`config.mk`:
```
export PLATFORM = sky130hd
export DESIGN_NAME = cfd_divider
export DESIGN_NICKNAME = d
export VERILOG_FILES = /design/src/common/cfd_pkg.sv /design/src/rtl/cfd_divider.sv /design/src/rtl/cfd_sync.sv
export SDC_FILE = /design/constraint.sdc
export NUM_CORES = 1
export LEC_CHECK = 0
export BUFFER_PORTS_ARGS = -buffer_cell sky130_fd_sc_hd__buf_2
export CAP_MARGIN = 20
export CORE_MARGIN = 3
export CORE_UTILIZATION = 40
export CTS_CLUSTER_SIZE = 28
export DETAILED_ROUTE_END_ITERATION = 10
export GPL_ROUTABILITY_DRIVEN = 0
export GPL_TIMING_DRIVEN = 0
export PLACE_DENSITY = 0.66
export SLEW_MARGIN = 30
export SYNTH_ARGS = -nofsm -noshare
export SYNTH_HDL_FRONTEND = slang
export SYNTH_HIERARCHICAL = 1
export SYNTH_SLANG_ARGS = --single-unit
export TNS_END_PERCENT = 1
```
`constraint.sdc`:
```
create_clock -name clk -period 2.7 [get_ports clk]
set_input_delay 0.27 -clock clk [delete_from_list [all_inputs] [get_ports clk]]
set_output_delay 0.27 -clock clk [all_outputs]
set_load 0.02 [all_outputs]
```
`src/common/cfd_pkg.sv`:
```
// Constants and carrier types for the clock frequency divider
package cfd_pkg;

  localparam int CFD_CNT_W       = 16;
  localparam int CFD_DIV_DEF     = 2;
  localparam int CFD_HIGH_DEF    = 1;
  localparam int CFD_PRESET_DEF  = 0;
  localparam int CFD_SYNC_STAGES = 2;
  localparam logic CFD_OUT_RESET = 1'b0;

  typedef struct packed {
    logic divOut;
    logic outRise;
  } cfd_out_t;

endpackage : cfd_pkg

```
`src/rtl/cfd_divider.sv`:
```
// Programmable frequency divider: period, high time and start phase
`timescale 1ns/1ps
module cfd_divider
  import cfd_pkg::*;
#(
  parameter int DIV_RATIO   = CFD_DIV_DEF,
  parameter int HIGH_CYCLES = CFD_HIGH_DEF,
  parameter int PRESET      = CFD_PRESET_DEF,
  parameter int CNT_W       = CFD_CNT_W
)
(
  // Clock and reset
  input  wire logic clk,
  input  wire logic nrst,
  // Divided clock path
  input  wire logic freqIn,
  output logic      freqOut,
  output cfd_pkg::cfd_out_t status
);
  import cfd_pkg::*;

  // Clamp ratios to their documented minimum of one
  localparam int DIV_EFF  = (DIV_RATIO < 1) ? 1 : DIV_RATIO;
  localparam int HIGH_EFF = (HIGH_CYCLES < 1) ? 1 : HIGH_CYCLES;

  localparam logic signed [CNT_W-1:0] DIV_S    = CNT_W'(DIV_EFF);
  localparam logic signed [CNT_W-1:0] HIGH_S   = CNT_W'(HIGH_EFF);
  localparam logic signed [CNT_W-1:0] PRESET_S = CNT_W'(PRESET);
  localparam logic signed [CNT_W-1:0] ONE_S    = CNT_W'(1);
  // High time of a whole period or more means the output never drops
  localparam bit FULL_DUTY = (HIGH_EFF >= DIV_EFF);

  logic                    rstSync0;
  logic                    rstSync1;
  logic                    inRise;
  logic signed [CNT_W-1:0] count;
  logic signed [CNT_W-1:0] next_count;
  logic signed [CNT_W-1:0] highLeft;
  logic signed [CNT_W-1:0] next_highLeft;
  logic                    next_out;
  logic                    wrapNow;
  logic                    startHigh;
  logic                    highPending;
  logic                    keepHigh;

  // Reset release through two flops
  always_ff @(posedge clk or negedge nrst)
  begin
    if (!nrst)
    begin
      rstSync0 <= 1'b0;
      rstSync1 <= 1'b0;
    end
    else
    begin
      rstSync0 <= 1'b1;
      rstSync1 <= rstSync0;
    end
  end

  cfd_sync u_sync
  (
    .clk        (clk),
    .rstN       (rstSync1),
    .asyncIn    (freqIn),
    .syncOut    (),
    .riseStrobe (inRise)
  );

  // Latency from an input rise to the output: two sync stages plus the
  // output register; inputs must hold each level one clock or more.
  // Input edges closer than that are lost, not queued.

  // A count at or below zero is still working off the preset: no wrap
  always_comb
  begin
    wrapNow = 1'b0;
    if (count >= DIV_S && count > 0)
    begin
      wrapNow = 1'b1;
    end
  end

  // Count step: one per input rising edge, nothing otherwise
  always_comb
  begin
    next_count = count;
    if (inRise)
    begin
      if (wrapNow)
      begin
        next_count = ONE_S;
      end
      else
      begin
        next_count = count + ONE_S;
      end
    end
  end

  // High phase opens on the edge that brings the count to one
  always_comb
  begin
    startHigh = 1'b0;
    if (inRise && next_count == ONE_S)
    begin
      startHigh = 1'b1;
    end
  end

  // High cycles still owed after the current one
  always_comb
  begin
    highPending = 1'b0;
    if (highLeft > 0)
    begin
      highPending = 1'b1;
    end
  end

  always_comb
  begin
    next_highLeft = highLeft;
    if (startHigh)
    begin
      next_highLeft = HIGH_S - ONE_S;
    end
    else if (inRise && highPending)
    begin
      next_highLeft = highLeft - ONE_S;
    end
  end

  // Full duty holds only once started, so a negative preset still
  // keeps the output low until the count first reaches one
  always_comb
  begin
    keepHigh = 1'b0;
    if (FULL_DUTY && freqOut)
    begin
      keepHigh = 1'b1;
    end
  end

  // Output level for the coming cycle
  always_comb
  begin
    next_out = freqOut;
    if (startHigh)
    begin
      next_out = 1'b1;
    end
    else if (inRise && !highPending && !keepHigh)
    begin
      next_out = 1'b0;
    end
  end

  // Counter starts from the preset, may be negative
  always_ff @(posedge clk or negedge rstSync1)
  begin
    if (!rstSync1)
    begin
      count <= PRESET_S;
    end
    else
    begin
      count <= next_count;
    end
  end

  always_ff @(posedge clk or negedge rstSync1)
  begin
    if (!rstSync1)
    begin
      highLeft <= '0;
    end
    else
    begin
      highLeft <= next_highLeft;
    end
  end

  always_ff @(posedge clk or negedge rstSync1)
  begin
    if (!rstSync1)
    begin
      freqOut <= CFD_OUT_RESET;
    end
    else
    begin
      freqOut <= next_out;
    end
  end

  // Status mirrors the output; the rise flag lasts one clock
  always_ff @(posedge clk or negedge rstSync1)
  begin
    if (!rstSync1)
    begin
      status <= '0;
    end
    else
    begin
      status.divOut  <= next_out;
      status.outRise <= next_out & ~freqOut;
    end
  end

endmodule : cfd_divider

```
`src/rtl/cfd_sync.sv`:
```
// Two-stage synchroniser with rising-edge detect on the stable copy
`timescale 1ns/1ps
module cfd_sync
(
  // Clock and reset
  input  wire logic clk,
  input  wire logic rstN,
  // Asynchronous level in, synchronous outputs
  input  wire logic asyncIn,
  output logic      syncOut,
  output logic      riseStrobe
);
  logic meta;
  logic prev;

  // First stage feeds only the second stage
  always_ff @(posedge clk or negedge rstN)
  begin
    if (!rstN)
    begin
      meta    <= 1'b0;
      syncOut <= 1'b0;
    end
    else
    begin
      meta    <= asyncIn;
      syncOut <= meta;
    end
  end

  always_ff @(posedge clk or negedge rstN)
  begin
    if (!rstN)
      prev <= 1'b0;
    else
      prev <= syncOut;
  end

  // Falling edges produce nothing
  assign riseStrobe = syncOut & ~prev;

endmodule : cfd_sync

```
==> reports/results.tsv, run 1 <==
stage	metric	value	unit
final_layout	drive_above_1_share	17.1	%
clocking	cts_tree	yes	
final_layout	fin_nets	251	
clocking	htreeDepth	2	
setup_path	cp_max_fo	10	
route	viasPerCell	5.10	
synthesis	synth_largest_area_cell	dfrtp_1	
final_layout	stdcell_count	315	
clocking	clockRootBuffer	clkbuf_8	
floorplanning	initial_core_util	41.9	%
sta	whs	0.0829	ns
clocking	cts_setup_buffers	0	
synthesis	synth-edff-count	0	
placement	dpl.cell_count	306	
final_layout	regArea	980	µm²
synthesis	synthFlopType	dfrtp_1	
synthesis	ys_types	53	
placement	dpl.hpwl	2.84	mm
floorplanning	core-area	5200	µm²
sta	finalHoldViolCount	0	
synthesis	synth_common_cells	39 x dfrtp_1, 39 x nor2_1, 20 x nand2_1	
route	drt-wirelength-per-cell	12.4	µm
pwr	swShare	33.8	%
placement	port_buffers	5	
synthesis	postSynthCellCount	230	
pwr	p_per_area	612	nW/µm²
final_layout	fin_area	2440	µm²
global_routing	antenna_found_initial	0	
synthesis	async_reset_ff_share	100	%
route	ant_nets	0	
pwr	clockPowerShare	26.3	%
floorplanning	dieWidth	79.9	µm
min_path	hold_path.class	input pin to register	
sta	worst_pin_slew	0.734	ns
pwr	p_comb_share	28.5	%
pwr	p_total	1.50	mW
sta	timing.setup.tns	0	ns
route	dr_total_vias	1608	
synthesis	syn_area	2180	µm²
floorplanning	io_pins	6	
synthesis	synth.avg_cell_area	9.49	µm²
sta	skew	0.00779	ns
final_layout	multi_input_area	1120	µm²
setup_path	critPathRequiredTime	2.89	ns
route	remaining_drc_errors	0	
clocking	clockBufferDepth	2	
sta	slew_viol_final	0	
final_layout	areaGrowthSynthToFinish	12.0	%
sta	fin_crit_sh	91.9	%
floorplanning	rows	26	
route	routed_wl	3.91	mm
global_routing	grt_pass1_wl	6.90	mm
final_layout	insertedDiodeCount	0	
clocking	clk_latency	0.30	ns
run	maxCapViolations	0	
pwr	peakVddDrop	399	µV
status	outcome	completed	
sta	setup_violations	0	
floorplanning	die_y	79.9	µm
global_routing	grt_max_degree	28	
clocking	cts_buffers	5	
pwr	p_leak	1.08	nW
route	drtIter0Drc	68	
clocking	clock-sinks	39	
final_layout	fill_cells	503	
global_routing	grt_pass1_vias	1473	
global_routing	grt_overflow	0	
pwr	intPower	0.992	mW
global_routing	grt_usage	13.8	%
setup_path	crit_path_end_kind	register	
synthesis	synthTopCellsByArea	dfrtp_1 45%, nor2_1 6.7%, xnor2_1 5.6%	
pwr	seqPwrFrac	45.2	%
clocking	clkTransAtPathRegs	0.07	ns
placement	postPlaceCellArea	2320	µm²
floorplanning	die_area	6380	µm²
synthesis	seq_area_frac_synth	44.7	%
setup_path	crit_path_start_kind	register	
route	drtPass1Iterations	4	
sta	period_minus_slack	2.48	ns
sta	slew_headroom	50.4	%
synthesis	synth_nets	237	
setup_path	worstPathArrival	2.67	ns
sta	rsz0062_at_grt	false	
synthesis	yosys_warnings	6	
synthesis	yosys_register_bits	39	
synthesis	netlist.area_leader.share	44.7	%
pwr	p_sw	0.505	mW
setup_path	criticalPathCategory	register to register	
sta	fmax	403	MHz
## worst paths after layout
check,from,end,slack [ns],depth (start not counted)
worst min register to register,rstSync1,count[7],0.14,0
min in group asynchronous,rstSync1,count[7],0.14,0
worst max-delay path,u_sync/prev,highLeft[8],0.22,10
worst max register to register,u_sync/prev,highLeft[8],0.22,10
max in group asynchronous,rstSync1,count[1],2.13,1
worst min-delay path,freqIn,u_sync/meta,0.08,1
## stage by stage
step / util, % / setup slack [ns]
after CTS: 46.4 / 0.0181
after floorplan: - / 0.395
final: 47.0 / 0.220
after global placement: 44.1 / -0.0145
after global routing: 47.0 / 0.0123
after detailed placement: 44.5 / -0.0235
## kinds of logic (layout without fill, tap and decap cells)
kind of cell | count (synthesis) | after routing | share of synthesized area (%)
compound gates | 26 | 26 | 8.72
buf+inv | 21 | 36 | 5.28
fa+ha+maj | 4 | 4 | 2.29
simple gates | 112 | 112 | 27.8
flops | 39 | 39 | 44.7
other cells | 1 | 1 | 0.172
mux | 2 | 2 | 1.03
xor+xnor | 25 | 25 | 10.0
## metal layers
| layer | track usage (%) | part of all wire (%) | vias up |
|---|---|---|---|
| met4 | 5.07 | 1.7 | 0 |
| met1 | 19.7 | 53 | 770 |
| li1 | - | - | 818 |
| met5 | 0 | 0 | - |
| met3 | 3.72 | 2.4 | 6 |
| met2 | 19.9 | 43 | 14 |
## power groups by stage
stage | logic [mW] | clock network [mW] | registers, mW
global route | 0.470 | 0.443 | 0.687
floorplan | 0.303 | 0 | 0.689
CTS | 0.420 | 0.407 | 0.669
detailed placement | 0.415 | 0 | 0.681
finish | 0.427 | 0.394 | 0.677
global placement | 0.398 | 0 | 0.687
## cell type report
cell class / count / area share [%]
inverters: 6 / 0.921
clock buffers: 6 / 2.97
repair buffers: 7 / 2.25
multi-input cells: 170 / 45.9
plain buffers: 15 / 3.79
flip-flops and latches: 39 / 40.1
clock inverters: 2 / 0.512
well taps: 70 / 3.58
## flip-flops by register name, indices dropped and copies added (netlist names)
| name | cells |
|---|---|
| count | 16 |
| highLeft | 16 |
| status | 2 |
| rstSync0 | 1 |
| rstSync1 | 1 |
| u_sync/meta | 1 |
| u_sync/prev | 1 |
| u_sync/syncOut | 1 |
## timing repair
item | CTS | global route
hold buffers | 1 | 0
pin swaps | 0 | 1
setup endpoints to repair | 10 | 17
resized for setup | 1 | 7
hold endpoints to repair | 2 | 0
## placed cells by master, fill, tap and decap left out, drive strengths merged, types with 3 or more instances in the layout
cell type / n
a21oi: 5
and2: 4
buf: 16
clkbuf: 11
dfrtp: 39
ha: 4
inv: 6
nand2: 20
nand3: 8
nand4: 5
nor2: 40
nor2b: 5
nor3: 7
nor4: 8
nor4b: 3
o21ai: 3
o31ai: 5
xnor2: 14
xor2: 11
## worst max-delay path, cell delays in order, from the launching register on
cell and delay, ns:
dfrtp_1 0.40, nor2b_4 0.10, buf_2 0.17, nand4_2 0.25
or3_4 0.47, o211ai_1 0.19, nor4b_4 0.25, a41o_1 0.22
buf_6 0.13, buf_6 0.14, nor2_1 0.05
No activity file was read; power rests on OpenSTA's default activity.
==> inputs of run 2 (changes only) <==
Settings changed: ABC_AREA set to 1.
==> run 2 against run 1 <==
Compared with the run above:
- clock-buffer cell count fell by 1
- power rose by 9.1%
- sequential share of layout area fell by 2.3 points
- maximum frequency rose by 3.8%
- via count rose by 14%
- cell count rose by 26%
- core utilization fell by 0.29 points
- hold slack improved by 0.0050 ns
- synthesized cell count rose by 35%
- final area rose by 5.8%
- critical path type unchanged
- critical endpoint is now highLeft[12]
==> reports/results.tsv, run 2 <==
stage	metric	value	unit	change
synthesis	synth.avg_cell_area	7.43	µm²	-22%
synthesis	postSynthCellCount	310		+35%
setup_path	cp_max_fo	10		unchanged
pwr	p_comb_share	22.4	%	-6.1 points
pwr	seqPwrFrac	42.0	%	-3.2 points
clocking	cts_tree	yes		
final_layout	fill_cells	563		+12%
floorplanning	dieWidth	81.9	µm	+2.5%
clocking	clk_latency	0.30	ns	about the same
synthesis	netlist.area_leader.share	42.4	%	-2.4 points
global_routing	grtUsageMet1	19.2	%	-0.54 points
global_routing	met2_usage	24.5	%	+4.6 points
route	routed_wl	4.41	mm	+13%
route	viasPerCell	4.61		-9.6%
clocking	clockRootBuffer	clkbuf_8		
run	maxCapViolations	0		unchanged
route	ant_nets	0		unchanged
synthesis	yosys_register_bits	39		unchanged
floorplanning	io_pins	6		unchanged
clocking	clock-sinks	39		unchanged
synthesis	synth_fa_ha_area_share	2.17	%	-0.12 points
sta	worst_slack	0.311	ns	+0.0911 ns
synthesis	synth_common_cells	71 x nand2_1, 55 x inv_1, 50 x nor2_1		
final_layout	final_cell_mix	71 x nand2_1, 55 x inv_1, 50 x nor2_1		
clocking	htreeDepth	2		unchanged
synthesis	synth_most_common_cell	nand2_1		
pwr	p_leak	1.50	nW	+39%
clocking	clockBufferDepth	2		unchanged
clocking	cts_buffers	5		unchanged
final_layout	multi_input_area	1080	µm²	-4.1%
sta	period_minus_slack	2.39	ns	-0.0911 ns
floorplanning	rows	27		+3.8%
route	dr_total_vias	1832		+14%
synthesis	synth_nets	317		+34%
global_routing	grt_pass1_vias	1709		+16%
setup_path	crit_path_start_kind	register		
min_path	hold_path.class	input pin to register		
final_layout	largestRegisters	count (16), highLeft (16), status (2)		
pwr	swShare	31.2	%	-2.5 points
final_layout	areaGrowthSynthToFinish	12.3	%	
setup_path	criticalPathCategory	register to register		
sta	rsz0062_at_grt	false		
synthesis	synth-simple-area-share	35.9	%	+8.1 points
synthesis	synthFlopType	dfrtp_1		
synthesis	synthTopCellsByArea	dfrtp_1 42%, nand2_1 12%, inv_1 9.0%		
global_routing	antenna_found_initial	0		unchanged
final_layout	regArea	977	µm²	-0.26%
sta	setup_violations	0		unchanged
setup_path	worstPathArrival	2.57	ns	-0.10 ns
floorplanning	die_area	6710	µm²	+5.1%
synthesis	syn_area	2300	µm²	+5.6%
route	drt-wirelength-per-cell	11.1	µm	-10%
synthesis	synth_mux_area_share	0	%	-1.0 points
sta	slew_viol_final	0		unchanged
final_layout	fin_nets	331		+32%
synthesis	ys_types	26		-51%
final_layout	layout_commonest_cell	nand2_1		
sta	timing.setup.tns	0	ns	unchanged
setup_path	crit_path_end_kind	register		
final_layout	drive_above_1_share	13.8	%	-3.3 points
pwr	p_sw	0.511	mW	+1.0%
global_routing	grt_max_degree	28		unchanged
placement	port_buffers	5		unchanged
route	drtPass1Iterations	4		unchanged
placement	dpl.hpwl	3.27	mm	+15%
floorplanning	initial_core_util	41.6	%	-0.35 points
setup_path	critPathRequiredTime	2.88	ns	about the same
synthesis	async_reset_ff_share	100	%	unchanged
sta	skew	0.0114	ns	+0.00362 ns
global_routing	grt_pass1_wl	7.64	mm	+11%
synthesis	synth_top_family_by_area	simple AND/OR/NAND/NOR gates		
sta	finalHoldViolCount	0		unchanged
synthesis	yosys_warnings	6		unchanged
global_routing	busiest_layer	met2		
final_layout	insertedDiodeCount	0		unchanged
pwr	intPower	1.12	mW	+13%
status	outcome	completed		
pwr	clockPowerShare	35.6	%	+9.3 points
pwr	p_per_area	632	nW/µm²	+3.2%
synthesis	synth_largest_area_cell	dfrtp_1		
sta	fin_crit_sh	88.5	%	-3.4 points
synthesis	synth_xor_area_share	5.70	%	-4.3 points
floorplanning	core-area	5540	µm²	+6.4%
route	drtIter0Drc	105		+54%
pwr	peakVddDrop	400	µV	+0.27%
placement	place_ws	0.297	ns	+0.320 ns
sta	fmax	419	MHz	+3.8%
synthesis	synth_compound_area_share	2.82	%	-5.9 points
global_routing	grt_usage	15.0	%	+1.2 points
clocking	clkTransAtPathRegs	0.07	ns	about the same
floorplanning	die_y	81.9	µm	+2.5%
global_routing	met3_usage	3.62	%	-0.11 points
synthesis	seq_area_frac_synth	42.4	%	-2.4 points
route	remaining_drc_errors	0		unchanged
global_routing	grt_overflow	0		unchanged
synthesis	synth-edff-count	0		unchanged
## run 2: cell types whose count changed after synthesis, moves of 4 or more
cell	before	now
buf_2	6	2
inv_1	6	55
nand2_1	20	71
nand2_2	0	4
nand3_1	8	20
nor2_1	39	50
nor2_2	1	12
nor2b_1	4	0
nor4_1	6	2
o31ai_1	5	0
xnor2_1	14	8
xor2_1	11	7
## run 2: through the flow
stage / hold slack, ns / utilization (%) / instances / power (mW) / cell area (µm²)
after global placement: 0.0566 / 43.7 / 387 / 1.06 / 2420
after CTS: 0.0718 / 46.7 / 397 / 1.66 / 2590
final: 0.0879 / 46.7 / 397 / 1.63 / 2590
after global routing: 0.0670 / 46.7 / 397 / 1.73 / 2590
after detailed placement: 0.0581 / 44.0 / 388 / 1.07 / 2440
after floorplan: -0.0256 / - / 310 / 0.967 / 2300
## run 2: critical path, cell delays in order, from the launching register on
cell	delay, ns
dfrtp_1	0.42
inv_1	0.15
ha_1	0.17
nor2_1	0.04
nor2_1	0.08
nor2_1	0.05
nand2_1	0.08
nand3_2	0.13
buf_2	0.23
nand2_1	0.10
nand2_1	0.07
nor2_1	0.17
nand3_2	0.13
nor2_4	0.22
buf_8	0.19
nor2_2	0.04
## run 2: repair_timing
item | in CTS | in global routing
hold buffers | 1 | 0
setup buffers | 0 | 0
resized for setup | 0 | 0
endpoints found under the hold margin | 2 | 0
## run 2: final cells by class
type	instances	share of cell area (%)
flip-flops and latches	39	37.8
inverters	55	7.98
repair buffers	7	2.13
multi-input cells	210	41.6
clock inverters	3	2.61
plain buffers	6	1.74
clock buffers	5	2.66
well taps	72	3.48
## run 2: layer usage
layer  wire [µm]  part of all wire [%]
met2        2050                    47
met5           0                     0
met1        2200                    50
met3         108                   2.4
met4          48                   1.1
## run 2: power groups by stage
stage | Combinational [mW] | Sequential, mW | Clock, mW
floorplan | 0.269 | 0.698 | 0
global placement | 0.354 | 0.703 | 0
detailed placement | 0.368 | 0.698 | 0
CTS | 0.372 | 0.686 | 0.601
global route | 0.412 | 0.692 | 0.628
finish | 0.366 | 0.687 | 0.582
## run 2: cells by family (layout without fill, tap and decap cells)
group,after synthesis,after routing
AO/OA/AOI/OAI,12,12
buffers and inverters,61,76
AND/OR/NAND/NOR,178,178
flip-flops,39,39
other,1,1
XOR/XNOR,15,15
adder cells (fa/ha/maj),4,4
## run 2: path summary, 6_finish.rpt
check / start / to / slack (ns) / cells past startpoint
worst min register to register: rstSync1 / u_sync/prev / 0.14 / 0
worst max register to register: count[0] / highLeft[12] / 0.31 / 15
min in group asynchronous: rstSync1 / u_sync/prev / 0.14 / 0
worst max-delay path: count[0] / highLeft[12] / 0.31 / 15
worst min-delay path: freqIn / u_sync/meta / 0.09 / 1
max in group asynchronous: rstSync1 / highLeft[10] / 2.13 / 1
